[config.mk]
export PLATFORM = sky130hd
export DESIGN_NAME = arsf_rate_sense
export DESIGN_NICKNAME = d
export VERILOG_FILES = /design/src/arsf_pkg.sv /design/src/arsf_cand_rom.sv /design/src/arsf_dwell_timer.sv /design/src/arsf_rate_sense.sv
export SDC_FILE = /design/constraint.sdc
export NUM_CORES = 1
export LEC_CHECK = 0
export BUFFER_PORTS_ARGS = -buffer_cell sky130_fd_sc_hd__buf_4
export CORE_UTILIZATION = 55
export DETAILED_ROUTE_END_ITERATION = 6
export MAX_ROUTING_LAYER = met4
export PLACE_DENSITY = 0.76
export SYNTH_ARGS = -nofsm -noshare
export SYNTH_HDL_FRONTEND = slang
export SYNTH_SLANG_ARGS = --single-unit
[constraint.sdc]
create_clock -name clock_i -period 4.35 [get_ports clock_i]
set_input_delay 0.435 -clock clock_i [delete_from_list [all_inputs] [get_ports clock_i]]
set_output_delay 0.435 -clock clock_i [all_outputs]
set_load 0.03 [all_outputs]
[src/arsf_pkg.sv]
// Package for the automatic rate sense controller: register offsets, fields,
// reset values, candidate table encodings and shared structs.
// Assumes a single 200 MHz clock domain; all files reference it by scope.
package arsf_pkg;

    // Register word offsets on the plain register port
    localparam logic [3:0] OFS_SERDES_CTRL = 4'h1;  // Rate tx/rx and pll multiplier
    localparam logic [3:0] OFS_STATUS      = 4'h5;  // Lock flag and candidate index
    localparam logic [3:0] OFS_SENSE_CTRL  = 4'ha;  // Sense enable, signal loss select
    localparam logic [3:0] OFS_CAND_CFG    = 4'hb;  // Ref select, mask, dwell high bits
    localparam logic [3:0] OFS_DWELL_LO    = 4'hc;  // Dwell interval low bits
    localparam logic [3:0] OFS_IRQ_STATUS  = 4'hd;  // Sticky event bits, read only
    localparam logic [3:0] OFS_IRQ_CLEAR   = 4'he;  // Write one to clear
    localparam logic [3:0] OFS_IRQ_ENABLE  = 4'hf;  // Interrupt enables

    // Field positions
    localparam int TX_RATE_LSB   = 6;
    localparam int RX_RATE_LSB   = 4;
    localparam int PLL_MULTIPLIER_FIELD_LSB  = 0;
    localparam int LOCK_BIT      = 10;
    localparam int SENSE_EN_LSB  = 12;
    localparam int LOS_SEL_BIT   = 0;
    localparam int REF_SEL_LSB   = 14;
    localparam int MASK_LSB      = 6;
    localparam int DWELL_HI_LSB  = 0;

    // Reset values
    localparam logic [15:0] SERDES_CTRL_RST = 16'h0000;
    localparam logic [1:0]  SENSE_EN_RST    = 2'h0;
    localparam logic [1:0]  REF_SEL_RST     = 2'h0;
    localparam logic [7:0]  MASK_RST        = 8'hff;
    localparam logic [20:0] DWELL_RST       = 21'h000100;
    localparam logic [2:0]  IRQ_EN_RST      = 3'h0;

    // Dwell granularity: reference periods per interval unit
    localparam int          DWELL_UNIT_LOG2 = 10;
    localparam logic [30:0] DWELL_UNIT      = 31'h00000400;

    // Rate-select pin code handing control to software
    localparam logic [2:0] PIN_SW_CODE = 3'h4;

    // Reference clock selections
    localparam logic [1:0] REF_153P6  = 2'h0;
    localparam logic [1:0] REF_122P88 = 2'h1;
    localparam logic [1:0] REF_307P2  = 2'h2;

    // Rate mode encodings: full, half, quarter, eighth
    localparam logic [1:0] RATE_FULL    = 2'h0;
    localparam logic [1:0] RATE_HALF    = 2'h1;
    localparam logic [1:0] RATE_QUARTER = 2'h2;
    localparam logic [1:0] RATE_EIGHTH  = 2'h3;

    // Pll multipliers for the cpri and obsai families
    localparam logic [4:0] MULT_C_153 = 5'h10;  // 16
    localparam logic [4:0] MULT_C_122 = 5'h14;  // 20
    localparam logic [4:0] MULT_C_307 = 5'h08;  // 8
    localparam logic [4:0] MULT_O_153 = 5'h14;  // 20
    localparam logic [4:0] MULT_O_122 = 5'h19;  // 25
    localparam logic [4:0] MULT_O_307 = 5'h0a;  // 10

    // Pll multiplier field codes (4-bit field cannot hold 16..25 directly)
    localparam logic [3:0] MCODE_8  = 4'h0;
    localparam logic [3:0] MCODE_10 = 4'h1;
    localparam logic [3:0] MCODE_16 = 4'h2;
    localparam logic [3:0] MCODE_20 = 4'h3;
    localparam logic [3:0] MCODE_25 = 4'h4;

    // Interrupt event bits
    localparam int EV_LOCK   = 0;
    localparam int EV_UNLOCK = 1;
    localparam int EV_WRAP   = 2;

    // Sense state machine, gray along search -> locked -> retry
    typedef enum logic [1:0] {
        ARSF_IDLE   = 2'b00,
        ARSF_SEARCH = 2'b01,
        ARSF_LOCKED = 2'b11,
        ARSF_RETRY  = 2'b10
    } arsf_state_t;

    // Settings driven to the serdes
    typedef struct packed {
        logic [1:0] tx_rate;
        logic [1:0] rx_rate;
        logic [3:0] pll_multiplier_field;
    } arsf_serdes_t;

    // One candidate, with its output clock divider
    typedef struct packed {
        arsf_serdes_t serdes;
        logic [4:0]   clk_div;
    } arsf_cand_t;

endpackage

[src/arsf_cand_rom.sv]
// Candidate table: maps a serial rate index and reference selection to the
// serdes settings and output clock divider; output is registered.
// Assumes index 7 is the highest rate (6.144) and 0 the lowest (0.6144).
`timescale 1ns/1ps
module arsf_cand_rom (
    input  wire logic                 clock_i,  // System clock
    input  wire logic [2:0]           idx_i,    // Serial rate index
    input  wire logic [1:0]           ref_i,    // Reference selection
    output arsf_pkg::arsf_cand_t      cand_o    // Registered candidate
);

    logic [1:0] rate_mode;   // Rate mode of the index
    logic [4:0] mult;        // Pll multiplier value
    logic [3:0] mcode;       // Pll multiplier field code

    // Rate pairs share a mode; odd indices are the obsai family
    always_comb begin
        case (idx_i[2:1])
            2'h0:    rate_mode = arsf_pkg::RATE_EIGHTH;
            2'h1:    rate_mode = arsf_pkg::RATE_QUARTER;
            2'h2:    rate_mode = arsf_pkg::RATE_HALF;
            default: rate_mode = arsf_pkg::RATE_FULL;
        endcase
    end

    // Multiplier per family and reference clock
    always_comb begin
        case (ref_i)
            arsf_pkg::REF_122P88: mult = idx_i[0] ? arsf_pkg::MULT_O_122 : arsf_pkg::MULT_C_122;
            arsf_pkg::REF_307P2:  mult = idx_i[0] ? arsf_pkg::MULT_O_307 : arsf_pkg::MULT_C_307;
            default:              mult = idx_i[0] ? arsf_pkg::MULT_O_153 : arsf_pkg::MULT_C_153;
        endcase
    end

    // Compress multiplier into the 4-bit field
    always_comb begin
        case (mult)
            arsf_pkg::MULT_C_307: mcode = arsf_pkg::MCODE_8;
            arsf_pkg::MULT_O_307: mcode = arsf_pkg::MCODE_10;
            arsf_pkg::MULT_C_153: mcode = arsf_pkg::MCODE_16;
            arsf_pkg::MULT_O_153: mcode = arsf_pkg::MCODE_20;
            default:              mcode = arsf_pkg::MCODE_25;
        endcase
    end

    // Registered lookup; divider from vco/2 equals multiplier half way
    always_ff @(posedge clock_i) begin
        cand_o.serdes.tx_rate              <= rate_mode;
        cand_o.serdes.rx_rate              <= rate_mode;
        cand_o.serdes.pll_multiplier_field <= mcode;
        // Division 8/20/8 or 10/25/10 keeps output at 153.6 or 61.44 MHz
        cand_o.clk_div <= (ref_i == arsf_pkg::REF_153P6) ? (idx_i[0] ? 5'h0a : 5'h08)
                                                         : mult;
    end

endmodule

[src/arsf_dwell_timer.sv]
// Dwell timer: counts interval times 1024 reference periods, restarts on
// request and pulses expiry once per dwell.
// Assumes the reference clock is the module clock.
`timescale 1ns/1ps
module arsf_dwell_timer (
    input  wire logic        clock_i,    // Reference clock
    input  wire logic        rst_i,      // Synchronous reset
    input  wire logic        restart_i,  // Clear count
    input  wire logic [20:0] interval_i, // Dwell interval
    output logic             expire_o    // One-cycle expiry pulse
);

    logic [30:0] count_ff;   // Reference periods elapsed
    logic [30:0] limit;      // Periods in one dwell

    // Zero interval still dwells one unit, so the loop never stalls
    assign limit = (interval_i == 21'h000000) ? arsf_pkg::DWELL_UNIT
                 : {interval_i, {arsf_pkg::DWELL_UNIT_LOG2{1'b0}}};

    // Counter restarts on each candidate change expiry comes a cycle
    // early because the engine's restart spends the last cycle of the dwell
    always_ff @(posedge clock_i) begin
        if (rst_i || restart_i) begin
            count_ff <= 31'h00000000;
            expire_o <= 1'b0;
        end else if (count_ff >= limit - 31'h00000002) begin
            count_ff <= 31'h00000000;
            expire_o <= 1'b1;
        end else begin
            count_ff <= count_ff + 31'h00000001;
            expire_o <= 1'b0;
        end
    end

endmodule

[src/arsf_rate_sense.sv]
// Automatic rate sense controller for one channel: loops candidate settings,
// reports lock, overrides serdes fields, drives clock divider and interrupt.
// Assumes sync_i and cdr_lock_i are pin level signals from another domain.
`timescale 1ns/1ps
module arsf_rate_sense (
    input  wire logic                  clock_i,          // 200 MHz clock
    input  wire logic                  rst_i,            // Synchronous reset
    input  wire logic [3:0]            reg_addr_i,       // Register word address
    input  wire logic [15:0]           reg_wdata_i,      // Write data
    input  wire logic                  reg_wr_i,         // Write strobe
    input  wire logic                  reg_rd_i,         // Read strobe
    output logic [15:0]                reg_rdata_o,      // Read data, next cycle
    input  wire logic [2:0]            rate_pins_i,      // Rate-select pins
    input  wire logic                  sync_i,           // Channel sync from pin domain
    input  wire logic                  cdr_lock_i,       // Cdr lock from pin domain
    output arsf_pkg::arsf_serdes_t     serdes_o,         // Settings to serdes
    output logic [4:0]                 clk_div_o,        // Output clock divider
    output logic                       signal_loss_output_o, // Loss output
    output logic                       irq_o             // Level interrupt
);

    // Register fields
    arsf_pkg::arsf_serdes_t manual_ff;        // Software serdes fields
    logic [1:0]             sense_en_ff;      // Software enable field
    logic                   los_sel_ff;       // Route lock onto loss output
    logic                   raw_los_ff;       // Registered raw loss level
    logic [1:0]             ref_sel_ff;       // Reference selection
    logic [7:0]             mask_ff;          // Candidate rate mask
    logic [20:0]            dwell_ff;         // Dwell interval
    logic [2:0]             irq_stat_ff;      // Sticky events
    logic [2:0]             irq_en_ff;        // Event enables

    // Sense engine
    arsf_pkg::arsf_state_t  state_ff;         // Engine state
    arsf_pkg::arsf_state_t  nxt_state;        // Next engine state
    logic [2:0]             idx_ff;           // Current candidate index
    logic [2:0]             nxt_idx;          // Next candidate index
    logic                   lock_ff;          // Rate lock flag
    logic [2:0]             sync_meta_ff;     // Sync synchroniser stages
    logic [1:0]             cdr_meta_ff;      // Cdr synchroniser stages
    logic [5:0]             pins_meta_ff;     // Rate pin synchroniser stages
    logic                   sync_q;           // Qualified sync
    logic                   restart;          // Dwell restart request
    logic                   expire;           // Dwell expired
    logic [2:0]             irq_set;          // Event pulses this cycle
    logic                   enabled;          // Sense enabled
    logic                   en_d_ff;          // Enable last cycle
    logic [2:0]             lower_idx;        // Next lower enabled rate
    logic                   has_lower;        // One lower is enabled
    logic [2:0]             top_idx;          // Highest enabled rate
    arsf_pkg::arsf_cand_t   cand;             // Looked-up candidate
    arsf_pkg::arsf_serdes_t applied;          // Settings actually driven

    // Pin code 100 hands control to software; other codes enable from pins
    assign enabled = (pins_meta_ff[5:3] == arsf_pkg::PIN_SW_CODE) ? (sense_en_ff != 2'h0) : pins_meta_ff[5];

    // Pin synchronisers; a first stage feeds only its next stage
    always_ff @(posedge clock_i) begin
        if (rst_i) begin
            sync_meta_ff <= 3'h0;
            cdr_meta_ff  <= 2'h0;
            pins_meta_ff <= 6'h00;
        end else begin
            sync_meta_ff <= {sync_meta_ff[1:0], sync_i};
            cdr_meta_ff  <= {cdr_meta_ff[0], cdr_lock_i};
            pins_meta_ff <= {pins_meta_ff[2:0], rate_pins_i};
        end
    end

    // Cdr lock qualifies channel synchronization
    assign sync_q = sync_meta_ff[2] && cdr_meta_ff[1];

    // Highest enabled and next lower enabled index from the mask
    always_comb begin
        top_idx   = 3'h7;
        lower_idx = idx_ff;
        has_lower = 1'b0;
        for (int i = 0; i < 8; i++) begin
            if (mask_ff[i]) begin
                top_idx = 3'(i);
            end
            if (mask_ff[i] && (3'(i) < idx_ff)) begin
                lower_idx = 3'(i);
                has_lower = 1'b1;
            end
        end
    end

    // Engine next state
    always_comb begin
        nxt_state = state_ff;
        nxt_idx   = idx_ff;
        restart   = 1'b0;
        irq_set   = 3'h0;
        case (state_ff)
            arsf_pkg::ARSF_IDLE: begin
                if (enabled) begin
                    nxt_state = arsf_pkg::ARSF_SEARCH;
                    nxt_idx   = top_idx;
                    restart   = 1'b1;
                end
            end
            arsf_pkg::ARSF_SEARCH,
            arsf_pkg::ARSF_RETRY: begin
                if (sync_q) begin
                    nxt_state = arsf_pkg::ARSF_LOCKED;
                    irq_set[arsf_pkg::EV_LOCK] = 1'b1;
                end else if (expire) begin
                    nxt_state = arsf_pkg::ARSF_SEARCH;
                    restart   = 1'b1;
                    if (has_lower) begin
                        nxt_idx = lower_idx;
                    end else begin
                        nxt_idx = top_idx;
                        irq_set[arsf_pkg::EV_WRAP] = 1'b1;
                    end
                end
            end
            arsf_pkg::ARSF_LOCKED: begin
                if (!sync_q) begin
                    nxt_state = arsf_pkg::ARSF_RETRY;
                    restart   = 1'b1;                   // Same index, one dwell
                    irq_set[arsf_pkg::EV_UNLOCK] = 1'b1;
                end
            end
            default: begin
                nxt_state = arsf_pkg::ARSF_IDLE;
            end
        endcase
        if (!enabled) begin
            nxt_state = arsf_pkg::ARSF_IDLE;
        end
        if (enabled && !en_d_ff) begin
            restart = 1'b1;
        end
    end

    // Engine registers
    always_ff @(posedge clock_i) begin
        if (rst_i) begin
            state_ff <= arsf_pkg::ARSF_IDLE;
            idx_ff   <= 3'h7;
            en_d_ff  <= 1'b0;
        end else begin
            state_ff <= nxt_state;
            idx_ff   <= nxt_idx;
            en_d_ff  <= enabled;
        end
    end

    // Lock flag follows sync; drops on the same edge that enters retry
    always_ff @(posedge clock_i) begin
        if (rst_i) begin
            lock_ff <= 1'b0;
        end else begin
            lock_ff <= (nxt_state == arsf_pkg::ARSF_LOCKED);
        end
    end

    // Candidate lookup by index and reference selection
    arsf_cand_rom u_rom (
        .clock_i (clock_i),
        .idx_i   (idx_ff),
        .ref_i   (ref_sel_ff),
        .cand_o  (cand)
    );

    // Dwell timer of interval times 1024
    arsf_dwell_timer u_dwell (
        .clock_i    (clock_i),
        .rst_i      (rst_i),
        .restart_i  (restart),
        .interval_i (dwell_ff),
        .expire_o   (expire)
    );

    // Engine settings win while enabled
    assign applied = enabled ? cand.serdes : manual_ff;

    // Serdes outputs; divider parks at 8 outside sense mode, where it is unused
    always_ff @(posedge clock_i) begin
        if (rst_i) begin
            serdes_o  <= arsf_pkg::SERDES_CTRL_RST[7:0];
            clk_div_o <= 5'h08;
        end else begin
            serdes_o  <= applied;
            clk_div_o <= enabled ? cand.clk_div : 5'h08;
        end
    end

    // Loss output optionally shows inverted lock
    always_ff @(posedge clock_i) begin
        if (rst_i) begin
            raw_los_ff           <= 1'b1;
            signal_loss_output_o <= 1'b1;
        end else begin
            raw_los_ff           <= !cdr_meta_ff[1];
            signal_loss_output_o <= los_sel_ff ? !lock_ff : raw_los_ff;
        end
    end

    // Register writes; serdes fields always store but do not drive when enabled
    always_ff @(posedge clock_i) begin
        if (rst_i) begin
            manual_ff   <= arsf_pkg::SERDES_CTRL_RST[7:0];
            sense_en_ff <= arsf_pkg::SENSE_EN_RST;
            los_sel_ff  <= 1'b0;
            ref_sel_ff  <= arsf_pkg::REF_SEL_RST;
            mask_ff     <= arsf_pkg::MASK_RST;
            dwell_ff    <= arsf_pkg::DWELL_RST;
            irq_en_ff   <= arsf_pkg::IRQ_EN_RST;
        end else if (reg_wr_i) begin
            case (reg_addr_i)
                arsf_pkg::OFS_SERDES_CTRL: manual_ff <= reg_wdata_i[7:0];
                arsf_pkg::OFS_SENSE_CTRL: begin
                    sense_en_ff <= reg_wdata_i[arsf_pkg::SENSE_EN_LSB +: 2];
                    los_sel_ff  <= reg_wdata_i[arsf_pkg::LOS_SEL_BIT];
                end
                arsf_pkg::OFS_CAND_CFG: begin
                    ref_sel_ff      <= reg_wdata_i[arsf_pkg::REF_SEL_LSB +: 2];
                    mask_ff         <= reg_wdata_i[arsf_pkg::MASK_LSB +: 8];
                    dwell_ff[20:16] <= reg_wdata_i[arsf_pkg::DWELL_HI_LSB +: 5];
                end
                arsf_pkg::OFS_DWELL_LO:   dwell_ff[15:0] <= reg_wdata_i;
                arsf_pkg::OFS_IRQ_ENABLE: irq_en_ff <= reg_wdata_i[2:0];
                default: begin
                    // Unmapped or read-only: ignored
                end
            endcase
        end
    end

    // Sticky events; a set in the clear cycle wins
    always_ff @(posedge clock_i) begin
        if (rst_i) begin
            irq_stat_ff <= 3'h0;
        end else if (reg_wr_i && (reg_addr_i == arsf_pkg::OFS_IRQ_CLEAR)) begin
            irq_stat_ff <= (irq_stat_ff & ~reg_wdata_i[2:0]) | irq_set;
        end else begin
            irq_stat_ff <= irq_stat_ff | irq_set;
        end
    end

    // Level interrupt from registered enabled status
    always_ff @(posedge clock_i) begin
        if (rst_i) begin
            irq_o <= 1'b0;
        end else begin
            irq_o <= |(irq_stat_ff & irq_en_ff);
        end
    end

    // Read data one cycle after the strobe; zero otherwise and for unmapped
    always_ff @(posedge clock_i) begin
        if (rst_i) begin
            reg_rdata_o <= 16'h0000;
        end else if (reg_rd_i) begin
            case (reg_addr_i)
                // Reads show the driven settings while enabled
                arsf_pkg::OFS_SERDES_CTRL: reg_rdata_o <= {8'h00, (enabled ? cand.serdes : manual_ff)};
                arsf_pkg::OFS_STATUS:      reg_rdata_o <= {5'h00, lock_ff, 7'h00, idx_ff};
                arsf_pkg::OFS_SENSE_CTRL:  reg_rdata_o <= {2'h0, sense_en_ff, 11'h000, los_sel_ff};
                arsf_pkg::OFS_CAND_CFG:    reg_rdata_o <= {ref_sel_ff, mask_ff, 1'b0, dwell_ff[20:16]};
                arsf_pkg::OFS_DWELL_LO:    reg_rdata_o <= dwell_ff[15:0];
                arsf_pkg::OFS_IRQ_STATUS:  reg_rdata_o <= {13'h0000, irq_stat_ff};
                arsf_pkg::OFS_IRQ_ENABLE:  reg_rdata_o <= {13'h0000, irq_en_ff};
                default:                   reg_rdata_o <= 16'h0000;
            endcase
        end else begin
            reg_rdata_o <= 16'h0000;
        end
    end

endmodule

==> impl_metrics.yaml <==
timing:
  fin_skew_ns: 0.009270
  hold_viol_final: 0
  setup_violations: 0
  max_freq_mhz: 246.7
  period_minus_slack_ns: 4.054
  slew_headroom: 0.2708
  worstMarginPinSlew_ns: 1.085
  rsz0062_at_grt: "false"
  finalSetupTns_ns: 0
  fin_crit_sh: 0.9319
  layout_setup_ws_ns: 0.2964
  finalMaxSlewViolations: 0
floorplanning:
  dieHeight_um: 113.1
  ios: 60
  core_um2: 12010
  die_x_um: 113.1
  initial_core_util: 0.5654
  dieArea_um2: 12800
  rows: 40
setup_path:
  endpoint_kind: "flip-flop"
  rr_endpoint: "u_dwell.expire_o"
  r2r_slack_ns: 0.30
  worstPathRequired_ns: 4.72
  path_class: "reg2reg"
  crit_arrival_ns: 4.42
  cp-start-kind: "flip-flop"
  worstPathMaxFanout: 10
  reg2reg_from: "dwell_ff[16]"
  r2r_cells: 16
grt:
  grt_first_pass_wirelength_um: 27820
  grt.total_usage: 0.2896
  overflow: 0
  antenna_found_initial: 0
  grt_pass1_vias: 5687
  grt_max_degree: 82
placement:
  pre_cts_ws_ns: 0.04576
  place_congestion: 1.003
  numPortBuffers: 59
  dp_hpwl_um: 12390
run_status:
  status: "completed"
yosys:
  synth_seq_cells: 140
  synthDistinctLibCells: 64
  postSynthCellCount: 785
  yosys_warnings: 0
  synth_top_area_frac: 0.4127
  synth_top_area_cell: "dfxtp_1"
  synthTopCellsByCount: "dfxtp_1, nand2_1, nor2_1"
  synthFlopType: "dfxtp_1"
  yosys-top-cells-area: "dfxtp_1, nand2_1, ha_1"
  syn_nets: 845
  netlist_area_um2: 6792
  yosysSeqAreaShare: 0.4127
  synth-edff-count: 0
  syn_avg_cell_area_um2: 8.652
  ys_async_sr_fraction: 0
  synth.most_common_cell: "dfxtp_1"
drt:
  drc: 0
  drtPass1Iterations: 5
  vias_per_cell: 6.070
  drt_iter0_drc: 638
  avgRoutedWirePerCell_um: 17.67
  drtAntennaViolNets: 0
  wl_um: 17330
  num_vias: 5955
pwr:
  power.internal_uw: 2286
  switching_share: 0.2317
  clkPwrFrac: 0.499
  switching_power_uw: 689.5
  p_comb_frac: 0.057
  power.total_uw: 2976
  power_frac_seq: 0.444
  p_leak_uw: 0.003123
  p_per_area_nw_per_um2: 375.6
  max-vdd-ir-drop_mv: 0.2922
run:
  cap_viol_max_count: 0
cells_and_area:
  drive_gt1_frac: 0.1703
  fill_cells: 971
  layout.nets: 882
  syn2layout_area_growth_pct: 16.67
  antenna_cells: 0
clock_tree:
  htreeDepth: 4
  cts_buffer_depth: 2
  cts_root_buf: "clkbuf_16"
  clock_latency_ns: 0.42
  clkSinkCount: 140
  cts_hold_buf: 0
  cts_tree: "built"
  clk_pin_slew_ns: 0.06
  cts_made_buffers: 17
hold_path:
  min_from: "sync_i"
  holdPathStages: 2
  hp-class: "in2reg"
  hold_end: "sync_meta_ff[0]"
how the worst max path moves through the flow:
stage | startpoint | endpoint | cells after the start
global placement | dwell_ff[12] | u_dwell.expire_o | 16
CTS | dwell_ff[16] | u_dwell.expire_o | 16
detailed placement | dwell_ff[16] | u_dwell.expire_o | 16
finish | dwell_ff[16] | u_dwell.expire_o | 16
floorplan | dwell_ff[13] | u_dwell.count_ff[23] | 17
global route | dwell_ff[16] | u_dwell.expire_o | 16
placed cells by master, fill, tap and decap left out, drive strengths merged, types with 3 or more instances in the layout:
master	count
xnor2	37
and3	5
o21a	3
or4	4
buf	65
bufinv	3
nor3b	4
nor4	15
a21o	3
a31oi	3
o31ai	4
a21oi	55
nand2b	4
nand4	7
ha	31
nand3b	11
nor2	63
nand2	114
clkinv	6
clkbuf	18
and2	7
mux2i	13
nand3	31
or3	7
inv	23
o21ai	15
a222oi	3
xor2	11
a211oi	3
mux2	3
a22oi	13
and4	3
nor3	52
nor2b	20
dfxtp	140
timing repair:
| item | 4_1_cts | 5_1_grt |
|---|---|---|
| gates resized for setup | 0 | 4 |
| setup buffers | 0 | 0 |
| endpoints found under the setup margin | 0 | 32 |
sequential cells by signal, indices dropped and copies added (netlist names), 5 cells and up:
signal / count
mask_ff: 8
u_rom.cand_o: 10
dwell_ff: 21
u_dwell.count_ff: 31
reg_rdata_o: 16
manual_ff: 8
pins_meta_ff: 6
clk_div_o: 5
serdes_o: 8
per-stage QoR:
step,util,instance area [um^2],hold slack [ns],std cells
2_1_floorplan,-,6792,0.3899,785
3_3_place_gp,0.6073,7295,0.4083,950
3_5_place_dp,0.6073,7295,0.4107,950
4_1_cts,0.6578,7901,0.2051,981
5_1_grt,0.6597,7924,0.2230,981
6_report,0.6597,7924,0.2208,981
worst max-delay path, cell delays in order, from the launching register on:
cell     delay [ns]
dfxtp_1        0.38
or4_1          0.58
nor3_2         0.23
nor2b_2        0.24
nor2_1         0.08
ha_1           0.22
and3_1         0.19
nand2_1        0.17
nor2_1         0.08
xnor2_1        0.13
ha_1           0.33
nand4_1        0.19
nor4_4         0.37
nand4_1        0.20
a31oi_4        0.22
buf_4          0.24
o21a_1         0.15
routing by layer:
| layer | vias up | share of wire | GRT usage |
|---|---|---|---|
| li1 | 2826 | - | - |
| met1 | 2855 | 0.42 | 0.3428 |
| met2 | 236 | 0.49 | 0.4757 |
| met3 | 38 | 0.069 | 0.06642 |
| met4 | 0 | 0.025 | 0.1175 |
| met5 | - | 0 | - |
area by class of cell:
class,count,area (um^2),share of cell area
Inverter,21,78.83,0.009948
Clock buffer,18,439.2,0.05542
Multi-Input combinational cell,577,3739,0.4718
Tap cell,147,183.9,0.02321
Clock inverter,13,167.7,0.02116
Timing Repair Buffer,65,513.0,0.06474
Sequential cell,140,2803,0.3537
power groups by stage:
| stage | registers [uW] | clock network (uW) | logic [uW] |
|---|---|---|---|
| 6_report | 1320 | 1480 | 171 |
| 5_1_grt | 1320 | 1560 | 185 |
| 4_1_cts | 1320 | 1500 | 164 |
| 3_5_place_dp | 1350 | 0 | 163 |
| 3_3_place_gp | 1350 | 0 | 159 |
| 2_1_floorplan | 1340 | 0 | 111 |
kinds of logic after synthesis:
family                   share of synthesized area
AND/OR/NAND/NOR                             0.2760
AO/OA/AOI/OAI                               0.1258
adder cells (fa/ha/maj)                    0.05711
XOR/XNOR                                   0.06190
flip-flops                                  0.4127
buffers and inverters                      0.04237
multiplexers                               0.02413
Note: power is estimated with default switching activity, not from simulation.
